File: config.mk
export PLATFORM = sky130hd
export DESIGN_NAME = wled_pwm_dimming_control
export DESIGN_NICKNAME = d
export VERILOG_FILES = /design/src/wled_dim_pkg.sv /design/src/wled_pwm_dimming_control.sv
export VERILOG_INCLUDE_DIRS = /design/src
export SDC_FILE = /design/constraint.sdc
export NUM_CORES = 1
export LEC_CHECK = 0
export BUFFER_PORTS_ARGS = -buffer_cell sky130_fd_sc_hd__buf_2
export CAP_MARGIN = 20
export CORE_AREA = 2 2 89 91
export DETAILED_ROUTE_END_ITERATION = 8
export DIE_AREA = 0 0 91 93
export PLACE_DENSITY = 0.79
export SYNTH_ARGS = -nofsm -noshare
export SYNTH_HDL_FRONTEND = slang
export SYNTH_SLANG_ARGS = --single-unit
File: constraint.sdc
create_clock -name mclk_in -period 4.3 [get_ports mclk_in]
set_clock_uncertainty 0.1 [all_clocks]
set_input_delay 0.86 -clock mclk_in [delete_from_list [all_inputs] [get_ports mclk_in]]
set_output_delay 0.86 -clock mclk_in [all_outputs]
set_load 0.005 [all_outputs]
File: src/wled_dim_defs.svh
`ifndef WLED_DIM_DEFS_SVH
`define WLED_DIM_DEFS_SVH

// ==========================================================
// register offsets
`define LED_CTRL_OFFSET      8'h18
`define LED_DIM_CTRL_OFFSET  8'h19

// ==========================================================
// field positions
`define SINK_ENABLE_POS      7
`define DIM_FREQ_MSB         5
`define DIM_FREQ_LSB         4
`define RANGE_SELECT_POS     7
`define DUTY_CODE_MSB        6

// ==========================================================
// reset values, loaded by reset and undervoltage lockout
`define LED_CTRL_DEFAULT     8'h10
`define LED_DIM_CTRL_DEFAULT 8'h1E

// ==========================================================
// duty encoding
`define DUTY_CODE_MAX        7'h63
`define DUTY_STEPS           100

// ==========================================================
// timing
`define CLK_HZ               100000000
`define DIM_FREQ_0_HZ        100
`define DIM_FREQ_1_HZ        200
`define DIM_FREQ_2_HZ        500
`define DIM_FREQ_3_HZ        1000
`define SLOT_CYCLES_0        (`CLK_HZ / (`DIM_FREQ_0_HZ * `DUTY_STEPS))
`define SLOT_CYCLES_1        (`CLK_HZ / (`DIM_FREQ_1_HZ * `DUTY_STEPS))
`define SLOT_CYCLES_2        (`CLK_HZ / (`DIM_FREQ_2_HZ * `DUTY_STEPS))
`define SLOT_CYCLES_3        (`CLK_HZ / (`DIM_FREQ_3_HZ * `DUTY_STEPS))

// ==========================================================
// serial port
`define DEV_ADDR_DEFAULT     7'h2A

`endif

File: src/wled_dim_pkg.sv
package wled_dim_pkg;

  typedef enum logic [2:0] {
    ST_IDLE     = 3'b000,
    ST_ADDR     = 3'b001,
    ST_ADDR_ACK = 3'b011,
    ST_WR_BYTE  = 3'b010,
    ST_WR_ACK   = 3'b110,
    ST_RD_BYTE  = 3'b111,
    ST_RD_ACK   = 3'b101
  } port_state_t;

  typedef struct packed {
    logic       range_select;
    logic [6:0] dim_duty_code;
  } dim_ctrl_t;

  typedef struct packed {
    logic       sink_enable;
    logic [1:0] dim_freq;
  } led_ctrl_t;

endpackage : wled_dim_pkg

File: src/wled_pwm_dimming_control.sv
// Function
// - bit seven picks range resistor: 0 selects resistor b, 1 selects resistor a.
// - duty code 0 gives 1% on-time, code 99 gives 100%, 1% steps.
// - codes above 99 give 0% on-time, both sinks off all period.
// - default duty code gives 31%, range select defaults to 0.
// - undervoltage lockout restores all bits to default; dim control bits read/write, led control bits 6 and 3:0 read 0.
// - enable, duty and dimming frequency programmable, taking effect without trigger.
// - sink enable bit turns boost on or off and, when clear, holds both sinks off regardless of duty.
// - PWM switches both sinks together, default repetition rate 200 Hz.
`timescale 1ns/10ps
`include "wled_dim_defs.svh"

module wled_pwm_dimming_control #(
  parameter logic [6:0]  DEV_ADDR      = `DEV_ADDR_DEFAULT, // arbitrary bus address
  parameter logic [19:0] SLOT_CYCLES_0 = 20'(`SLOT_CYCLES_0),
  parameter logic [19:0] SLOT_CYCLES_1 = 20'(`SLOT_CYCLES_1),
  parameter logic [19:0] SLOT_CYCLES_2 = 20'(`SLOT_CYCLES_2),
  parameter logic [19:0] SLOT_CYCLES_3 = 20'(`SLOT_CYCLES_3)
) (
  input  wire logic mclk_in,
  input  wire logic rst_in,
  input  wire logic undervoltage_lockout_in,
  input  wire logic scl_in,
  input  wire logic sda_in,
  output logic      sda_out,
  output logic      sda_oe_out,
  output logic      led_sink_a_out,
  output logic      led_sink_b_out,
  output logic      boost_enable_out,
  output logic      range_resistor_a_pin_out,
  output logic      range_resistor_b_pin_out
);
  import wled_dim_pkg::*;
  localparam logic [7:0] CTRL_DEF  = `LED_CTRL_DEFAULT;
  localparam led_ctrl_t  CTRL_INIT = {CTRL_DEF[`SINK_ENABLE_POS], CTRL_DEF[`DIM_FREQ_MSB:`DIM_FREQ_LSB]};

  // ==========================================================
  // helpers
  function automatic logic [6:0] duty_slots(input logic [6:0] code);
    duty_slots = (code > `DUTY_CODE_MAX) ? 7'h00 : 7'(code + 7'h01);
  endfunction : duty_slots
  function automatic logic [19:0] slot_len(input logic [1:0] sel);
    unique case (sel)
      2'b00: slot_len = SLOT_CYCLES_0;
      2'b01: slot_len = SLOT_CYCLES_1;
      2'b10: slot_len = SLOT_CYCLES_2;
      2'b11: slot_len = SLOT_CYCLES_3;
    endcase
  endfunction : slot_len

  // ==========================================================
  // serial port line events
  logic scl_q;
  logic sda_q;
  logic scl_rise;
  logic scl_fall;
  logic start_seen;
  logic stop_seen;
  assign scl_rise   = scl_in & ~scl_q;
  assign scl_fall   = ~scl_in & scl_q;
  assign start_seen = scl_in & scl_q & sda_q & ~sda_in;
  assign stop_seen  = scl_in & scl_q & ~sda_q & sda_in;

  // ==========================================================
  // serial port state and registers
  port_state_t state;
  port_state_t next_state;
  logic [7:0]  shift;
  logic [7:0]  next_shift;
  logic [2:0]  bit_cnt;
  logic [2:0]  next_bit_cnt;
  logic        byte_done;
  logic        next_byte_done;
  logic        first_byte;
  logic        next_first_byte;
  logic        nack;
  logic        next_nack;
  logic [7:0]  ptr;
  logic [7:0]  next_ptr;
  logic        oe;
  logic        next_oe;
  dim_ctrl_t   dim;
  dim_ctrl_t   next_dim;
  led_ctrl_t   ctrl;
  led_ctrl_t   next_ctrl;
  logic        wr_dim;
  logic [7:0]  rd_byte;

  function automatic logic [7:0] reg_read(input logic [7:0] a, input led_ctrl_t c, input dim_ctrl_t d);
    reg_read = 8'h00;
    if (a == `LED_CTRL_OFFSET)
      reg_read = {c.sink_enable, 1'b0, c.dim_freq, 4'h0};
    else if (a == `LED_DIM_CTRL_OFFSET)
      reg_read = d;
  endfunction : reg_read
  assign rd_byte = reg_read(ptr, ctrl, dim);
  always_comb begin
    next_state      = state;
    next_shift      = shift;
    next_bit_cnt    = bit_cnt;
    next_byte_done  = byte_done;
    next_first_byte = first_byte;
    next_nack       = nack;
    next_ptr        = ptr;
    next_oe         = oe;
    next_dim        = dim;
    next_ctrl       = ctrl;
    wr_dim          = 1'b0;
    unique case (state)
      ST_IDLE: ;
      ST_ADDR, ST_WR_BYTE: begin
        if (scl_rise && !byte_done) begin
          next_shift     = {shift[6:0], sda_in};
          next_bit_cnt   = 3'(bit_cnt + 3'h1);
          next_byte_done = (bit_cnt == 3'h7);
        end else if (scl_fall && byte_done) begin
          next_byte_done = 1'b0;
          if (state == ST_ADDR) begin
            next_state = (shift[7:1] == DEV_ADDR) ? ST_ADDR_ACK : ST_IDLE;
            next_oe    = (shift[7:1] == DEV_ADDR);
            next_nack  = shift[0];
          end else begin
            next_state = ST_WR_ACK;
            next_oe    = 1'b1;
            if (first_byte) begin
              next_ptr = shift;
            end else begin
              next_ptr = 8'(ptr + 8'h01);
              if (ptr == `LED_DIM_CTRL_OFFSET) begin
                next_dim = shift;
                wr_dim   = 1'b1;
              end else if (ptr == `LED_CTRL_OFFSET) begin
                next_ctrl = {shift[`SINK_ENABLE_POS], shift[`DIM_FREQ_MSB:`DIM_FREQ_LSB]};
              end
            end
            next_first_byte = 1'b0;
          end
        end
      end
      ST_ADDR_ACK, ST_WR_ACK: begin
        if (scl_fall) begin
          next_bit_cnt = 3'h0;
          if (state == ST_ADDR_ACK && nack) begin
            next_state = ST_RD_BYTE;
            next_shift = rd_byte;
            next_oe    = ~rd_byte[7];
          end else begin
            next_state = ST_WR_BYTE;
            next_oe    = 1'b0;
            if (state == ST_ADDR_ACK)
              next_first_byte = 1'b1;
          end
        end
      end
      ST_RD_BYTE: begin
        if (scl_fall) begin
          next_bit_cnt = 3'(bit_cnt + 3'h1);
          next_shift   = {shift[6:0], 1'b0};
          next_oe      = ~shift[6];
          if (bit_cnt == 3'h7) begin
            next_state = ST_RD_ACK;
            next_oe    = 1'b0;
            next_ptr   = 8'(ptr + 8'h01);
          end
        end
      end
      ST_RD_ACK: begin
        if (scl_rise) begin
          next_nack = sda_in;
        end else if (scl_fall) begin
          next_bit_cnt = 3'h0;
          next_state   = nack ? ST_IDLE : ST_RD_BYTE;
          next_shift   = rd_byte;
          next_oe      = nack ? 1'b0 : ~rd_byte[7];
        end
      end
      default: next_state = ST_IDLE;
    endcase
    if (start_seen) begin
      next_state     = ST_ADDR;
      next_bit_cnt   = 3'h0;
      next_byte_done = 1'b0;
      next_oe        = 1'b0;
    end else if (stop_seen) begin
      next_state = ST_IDLE;
      next_oe    = 1'b0;
    end
    if (undervoltage_lockout_in) begin
      next_dim  = `LED_DIM_CTRL_DEFAULT;
      next_ctrl = CTRL_INIT;
    end
  end
  always_ff @(posedge mclk_in) begin
    if (rst_in) begin
      scl_q      <= 1'b1;
      sda_q      <= 1'b1;
      state      <= ST_IDLE;
      shift      <= 8'h00;
      bit_cnt    <= 3'h0;
      byte_done  <= 1'b0;
      first_byte <= 1'b0;
      nack       <= 1'b0;
      ptr        <= 8'h00;
      oe         <= 1'b0;
      dim        <= `LED_DIM_CTRL_DEFAULT;
      ctrl       <= CTRL_INIT;
    end else begin
      scl_q      <= scl_in;
      sda_q      <= sda_in;
      state      <= next_state;
      shift      <= next_shift;
      bit_cnt    <= next_bit_cnt;
      byte_done  <= next_byte_done;
      first_byte <= next_first_byte;
      nack       <= next_nack;
      ptr        <= next_ptr;
      oe         <= next_oe;
      dim        <= next_dim;
      ctrl       <= next_ctrl;
    end
  end

  // ==========================================================
  // dimming pwm: 100 slots per period
  logic [19:0] slot_cnt;
  logic [19:0] next_slot_cnt;
  logic [6:0]  slot_idx;
  logic [6:0]  next_slot_idx;
  logic [6:0]  on_slots;
  logic [6:0]  next_on_slots;
  logic [1:0]  freq_q;
  logic [1:0]  next_freq_q;
  logic        period_end;
  logic        next_sink;
  assign period_end = (slot_idx == 7'(`DUTY_STEPS - 1)) && (slot_cnt >= 20'(slot_len(freq_q) - 20'h1));
  always_comb begin
    next_slot_cnt = 20'(slot_cnt + 20'h1);
    next_slot_idx = slot_idx;
    next_on_slots = on_slots;
    next_freq_q   = freq_q;
    if (slot_cnt >= 20'(slot_len(freq_q) - 20'h1)) begin
      next_slot_cnt = 20'h0;
      next_slot_idx = 7'(slot_idx + 7'h1);
    end
    if (period_end) begin
      next_slot_idx = 7'h0;
      next_on_slots = duty_slots(dim.dim_duty_code);
      next_freq_q   = ctrl.dim_freq;
    end
    next_sink = ctrl.sink_enable && (next_slot_idx < next_on_slots);
  end
  always_ff @(posedge mclk_in) begin
    if (rst_in) begin
      slot_cnt                 <= 20'h0;
      slot_idx                 <= 7'h0;
      on_slots                 <= duty_slots(7'(`LED_DIM_CTRL_DEFAULT));
      freq_q                   <= CTRL_INIT.dim_freq;
      led_sink_a_out           <= 1'b0;
      led_sink_b_out           <= 1'b0;
      boost_enable_out         <= 1'b0;
      range_resistor_a_pin_out <= 1'b0;
      range_resistor_b_pin_out <= 1'b1;
      sda_out                  <= 1'b0;
      sda_oe_out               <= 1'b0;
    end else begin
      slot_cnt                 <= next_slot_cnt;
      slot_idx                 <= next_slot_idx;
      on_slots                 <= next_on_slots;
      freq_q                   <= next_freq_q;
      led_sink_a_out           <= next_sink;
      led_sink_b_out           <= next_sink;
      boost_enable_out         <= ctrl.sink_enable;
      range_resistor_a_pin_out <= next_dim.range_select;
      range_resistor_b_pin_out <= ~next_dim.range_select;
      sda_out                  <= 1'b0;
      sda_oe_out               <= next_oe;
    end
  end
endmodule : wled_pwm_dimming_control
### Word level (Yosys, flattened, before mapping)

Cells that the tools add are included.

| cells by class | value |
|---|---|
| add/subtract/negate cells | 6 |
| reduce and logical (&&, ||, !) cells | 30 |
| magnitude comparators | 3 |
| equal/unequal tests | 36 |
| bitwise logic cells | 19 |
| mux-type cells | 72 |

Operators by type and width:

| kind | number |
|---|---|
| 2-to-1 mux 8 bit | 21 |
| one-hot mux 20 bit (4 select lines) | 1 |
| 2-to-1 mux 3 bit | 14 |
| one-hot mux 8 bit (4 select lines) | 1 |
| 2-to-1 mux 7 bit | 4 |
| != test 2 bit, second input constant | 14 |
| != test 4 bit, second input constant | 7 |
| AND reduction 7 bit | 4 |
| 2-to-1 mux 1 bit | 24 |
| adder 20 x 1 -> 20 bit, second input constant | 1 |
| >= comparator 20 bit | 1 |
| subtractor 20 x 1 -> 20 bit, second input constant | 1 |
| equality test 8 x 5 -> 1 bit, second input constant | 2 |
| one-hot mux 8 bit (2 select lines) | 1 |
| AND reduction 8 bit | 2 |
| one-hot mux 3 bit (5 select lines) | 1 |
| adder 7 x 1 -> 7 bit, second input constant | 2 |
| equality test 3 bit, second input constant | 4 |
| NOT 1 bit | 12 |
| one-hot mux 3 bit (4 select lines) | 1 |
| AND reduction 6 bit | 2 |
| OR reduction 2 bit | 5 |
| adder 8 x 1 -> 8 bit, second input constant | 1 |
| nonzero test 2 bit | 4 |
| 23 further kinds | 36 |

| storage, ports and cells | value |
|---|---|
| input bits | 5 |
| flip-flop bits (word level) | 78 |
| output and inout port bits | 7 |
| word-level logic and storage cells | 188 |

### Depth between registers and ports, before layout

| logic depth | value |
|---|---|
| word-level depth | 9 |
| gate-level depth with buffers | 16 |
| depth with buffers taken out | 14 |

### Worst setup path after synthesis

Ideal clock, no wire load.

| timing | value |
|---|---|
| kind | register to register |
| from | register freq_q[0] |
| to | register led_sink_b_out |
| setup time | 0.074 ns |
| setup slack | 1.137 ns |
| buffers on the path | 2 |
| stages on the path, launching flop included | 16 |
| data required time | 4.126 ns |
| clock period less this slack | 3.163 ns |
| arrival time | 2.989 ns |
| cell sequence | dfxtp_1 > or2_2 > ha_1 > and2_1 > nand4b_1 > o31a_1 > buf_2 > a21boi_1 > buf_4 > mux2i_1 > ha_1 > a21oi_1 > nor2b_1 > o21ai_0 > o2111ai_1 > a31oi_1 |

| on the way | value |
|---|---|
| longest elaborated chain between the ends | 8 |
| elaborated cells on any way between the ends | 13 |
| classes of those cells | add/sub (1); order compare (2); eq/ne (3); mux (4); reduce/logical (3) |

Ends and longest elaborated chain:

| what | RTL line | text |
|---|---|---|
| from (decl) | wled_pwm_dimming_control.sv:231 | `logic [1:0] freq_q;` |
| from (signal assigned) | wled_pwm_dimming_control.sv:257 | `freq_q <= CTRL_INIT.dim_freq;` |
| from (signal assigned) | wled_pwm_dimming_control.sv:269 | `freq_q <= next_freq_q;` |
| equality test 2 bit, or another cell as far along | wled_pwm_dimming_control.sv:43 | `unique case (sel)` |
| one-hot mux 20 bit (4 select lines) (*) | wled_pwm_dimming_control.sv:43 |  |
| subtractor 20 x 1 -> 20 bit (*) | wled_pwm_dimming_control.sv:235, wled_pwm_dimming_control.sv:241 |  |
| >= comparator 20 bit (*) | wled_pwm_dimming_control.sv:235, wled_pwm_dimming_control.sv:241 |  |
| 2-to-1 mux 7 bit / logical AND 1 bit (equally long branches) | wled_pwm_dimming_control.sv:241, wled_pwm_dimming_control.sv:235 |  |
| 2-to-1 mux 7 bit | wled_pwm_dimming_control.sv:245 | `if (period_end) begin` |
| less-than comparator 7 bit (*) | wled_pwm_dimming_control.sv:250 | `next_sink = ctrl.sink_enable && (next_slot_idx < next_on_slots);` |
| logical AND 1 bit (*) | wled_pwm_dimming_control.sv:250 |  |
| to (signal assigned) | wled_pwm_dimming_control.sv:271 | `led_sink_b_out <= next_sink;` |
| to (decl) | wled_pwm_dimming_control.sv:28 | `output logic led_sink_b_out,` |

Every way passes the cells marked *; elsewhere a longest branch is shown, timed or not. The select of a mux whose other input is x is not followed.
A chain may end at the register's enable or synchronous reset.

### Worst setup path in the final report

Same ends and word-level chain as after synthesis.

==> qor.yml <==
logic_synthesis:
  synthTopCellsByArea: "dfxtp_1 34%, mux2i_1 6.5%, ha_1 6.0%, nor2_1 4.7%, nand2_1 3.8%"
  syn_area_um2: 4610
  synth_edf_count: 0
  ys_seq_elements: 78
  ys_warn_count: 0
  avgSynthCellArea_um2: 8.39
  synthCells: 550
  synthTopCellsByCount: "78 x dfxtp_1, 58 x nor2_1, 47 x nand2_1, 34 x nor3_1, 30 x mux2i_1"
  synth_seq_area_share_pct: 33.9
  netlist.area_leader.share_pct: 33.9
  synth_cell_type_count: 72
  async_flop_share_pct: 0
  synth_area_leader_cell: "dfxtp_1"
  synth-main-ff-cell: "dfxtp_1"
  synth_most_common_cell: "dfxtp_1"
global_routing:
  grt_use_total_pct: 24.5
  antenna_found_initial: 0
  grt_max_degree: 37
  grt_pass1_wl_um: 17100
  overflow: 0
  grt_pass1_vias: 3755
clock_tree:
  cts.sinks: 78
  insertion_delay_ps: 350
  root_buffer: "clkbuf_8"
  htreeDepth: 3
  cts.repair.resized: 0
  cts_tree: "yes"
  clk_pin_slew_ps: 90
  postCtsSetupBuffers: 0
  cts_buffer_depth: 2
  cts_buffers: 9
  postCtsHoldBufs: 0
run_status:
  status: "complete, no violations"
sta:
  achievable-frequency_ghz: 0.282
  rsz0062_at_grt: "no"
  fin_tns_setup_ps: 0
  slew_headroom_pct: 42.6
  fin_crit_sh_pct: 82.5
  worst_pin_slew_ps: 859
  layout_setup_ws_ps: 753
  slew_viol_final: 0
  hold_viol_final: 0
  setup_viol: 0
  period_minus_slack_ps: 3550
floorplanning:
  fp.dieH_um: 93
  die_w_um: 91
  initial_core_util_pct: 61.3
  rows: 32
  die_area_um2: 8460
  ioPinCount: 12
  core-area_um2: 7530
final_layout:
  syn_to_final_growth_pct: 5.94
  fill_cells: 645
  nets: 574
  diodes: 0
  drive_gt1_share_pct: 11.1
setup_path:
  crit_path_start_kind: "flip-flop"
  arrival_ps: 3720
  path_class: "flip-flop to flip-flop"
  reg2reg_slack_ps: 750
  worstSetupEndpointType: "flip-flop"
  cp.required_ps: 4480
  path_max_fanout: 9
power_and_ir_drop:
  p_leak_uw: 0.00174
  peakVddDrop_mv: 0.186
  p_per_area_nw_per_um2: 286
drt:
  via_per_inst: 6.01
  drt_iter0_drc: 218
  drcViolationCount: 0
  drtAntennaViolNets: 0
  drt-pass1-iter-count: 5
  vias: 3931
  routed_wl_um: 9860
  wl_per_cell_um: 15.1
run:
  cap_violations: 0
worst_hold_path:
  holdCritPathClass: "flip-flop to flip-flop"
placed_design:
  dp.final_hpwl_um: 7110
  gp_congestion: 0.844
  portBuffers: 10
  post-place-ws_ps: 833
[cells by family (layout without fill, tap and decap cells)]
| logic type | after synthesis | after routing | share of synthesized area [%] |
|---|---|---|---|
| AOI/OAI and AO/OA | 118 | 118 | 18.3 |
| xor gates and xnor gates | 21 | 21 | 3.99 |
| adders and majority gates | 23 | 23 | 6.21 |
| buffers and inverters | 49 | 46 | 4.69 |
| DFF | 78 | 78 | 33.9 |
| muxes | 35 | 35 | 7.81 |
| other | 2 | 7 | 0.163 |
| and+or+nand+nor | 224 | 224 | 25.0 |
[through the flow]
stage | hold WS [ps] | total power [µW] | cells | utilization [%] | instance area, µm²
final | 359 | 1400 | 654 | 64.9 | 4890
after global routing | 385 | 1440 | 654 | 64.9 | 4890
after CTS | 367 | 1400 | 654 | 64.9 | 4890
after detailed placement | 351 | 835 | 638 | 62.2 | 4680
after global placement | 344 | 831 | 638 | 62.2 | 4680
after floorplan | 333 | 818 | 555 | - | 4630
[worst max-delay path: stages, from the launching register on]
cell and delay (ps):
dfxtp_1 370, or2_2 330, ha_1 300, and2_1 220, nand4b_1 200, o31a_1 400, a21boi_1 180, buf_4 220
mux2i_1 220, ha_1 270, a21oi_1 150, nor2b_1 60, o21ai_0 160, o2111ai_1 140, a31oi_1 180
[worst paths after layout]
kind / endpoint / cells past startpoint / startpoint
worst max-delay path: led_sink_b_out$_SDFF_PP0_ / 14 / freq_q[0]$_SDFFE_PP1N_
worst min-delay path: sda_oe_out$_SDFFE_PP0P_ / 2 / sda_oe_out$_SDFFE_PP0P_
worst max register to register: led_sink_b_out$_SDFF_PP0_ / 14 / freq_q[0]$_SDFFE_PP1N_
worst min register to register: sda_oe_out$_SDFFE_PP0P_ / 2 / sda_oe_out$_SDFFE_PP0P_
[routing by layer]
metal	vias to the layer above	share of wire (%)	global-route usage [%]
li1	1969	-	-
met1	1851	44	29.7
met2	92	50	43.5
met3	19	4.0	3.14
met4	0	2.2	10.6
met5	-	0	0
[placed cells by master, fill, tap and decap left out, drive strengths merged, types with 5 or more instances in the layout]
cell type	n
dfxtp	78
nor2	59
nand2	47
nor3	35
mux2i	30
o21ai	30
a21oi	26
nand3	24
ha	22
inv	18
a211oi	18
buf	13
xor2	12
clkbuf	10
xnor2	9
a22oi	9
nor2b	8
conb	7
or2	7
and3	6
and2	5
nor3b	5
mux2	5
o31ai	5
[layout make-up]
cell class                      count  area, µm²  area share [%]
Tap cell                          102        128            2.61
Multi-Input combinational cell    428       2850            58.4
Sequential cell                    78       1560            32.0
Timing Repair Buffer               13       72.6            1.49
Clock buffer                       10        138            2.82
Clock inverter                      6       70.1            1.43
Inverter                           17       63.8            1.31
[where the power goes]
part | total, µW | internal, µW | switching (µW)
clock network | 580 | 287 | 293
logic | 74.8 | 27.8 | 47.0
registers | 745 | 730 | 15.0
total | 1400 | 1050 | 355
[registers in the layout, indices dropped and copies added (netlist names), 2 cells and up]
register	count
shift	8
ptr	8
state	3
freq_q	2
dim	7
on_slots	7
ctrl	3
slot_idx	7
slot_cnt	20
bit_cnt	3
Note: power is estimated with default switching activity, not from simulation.
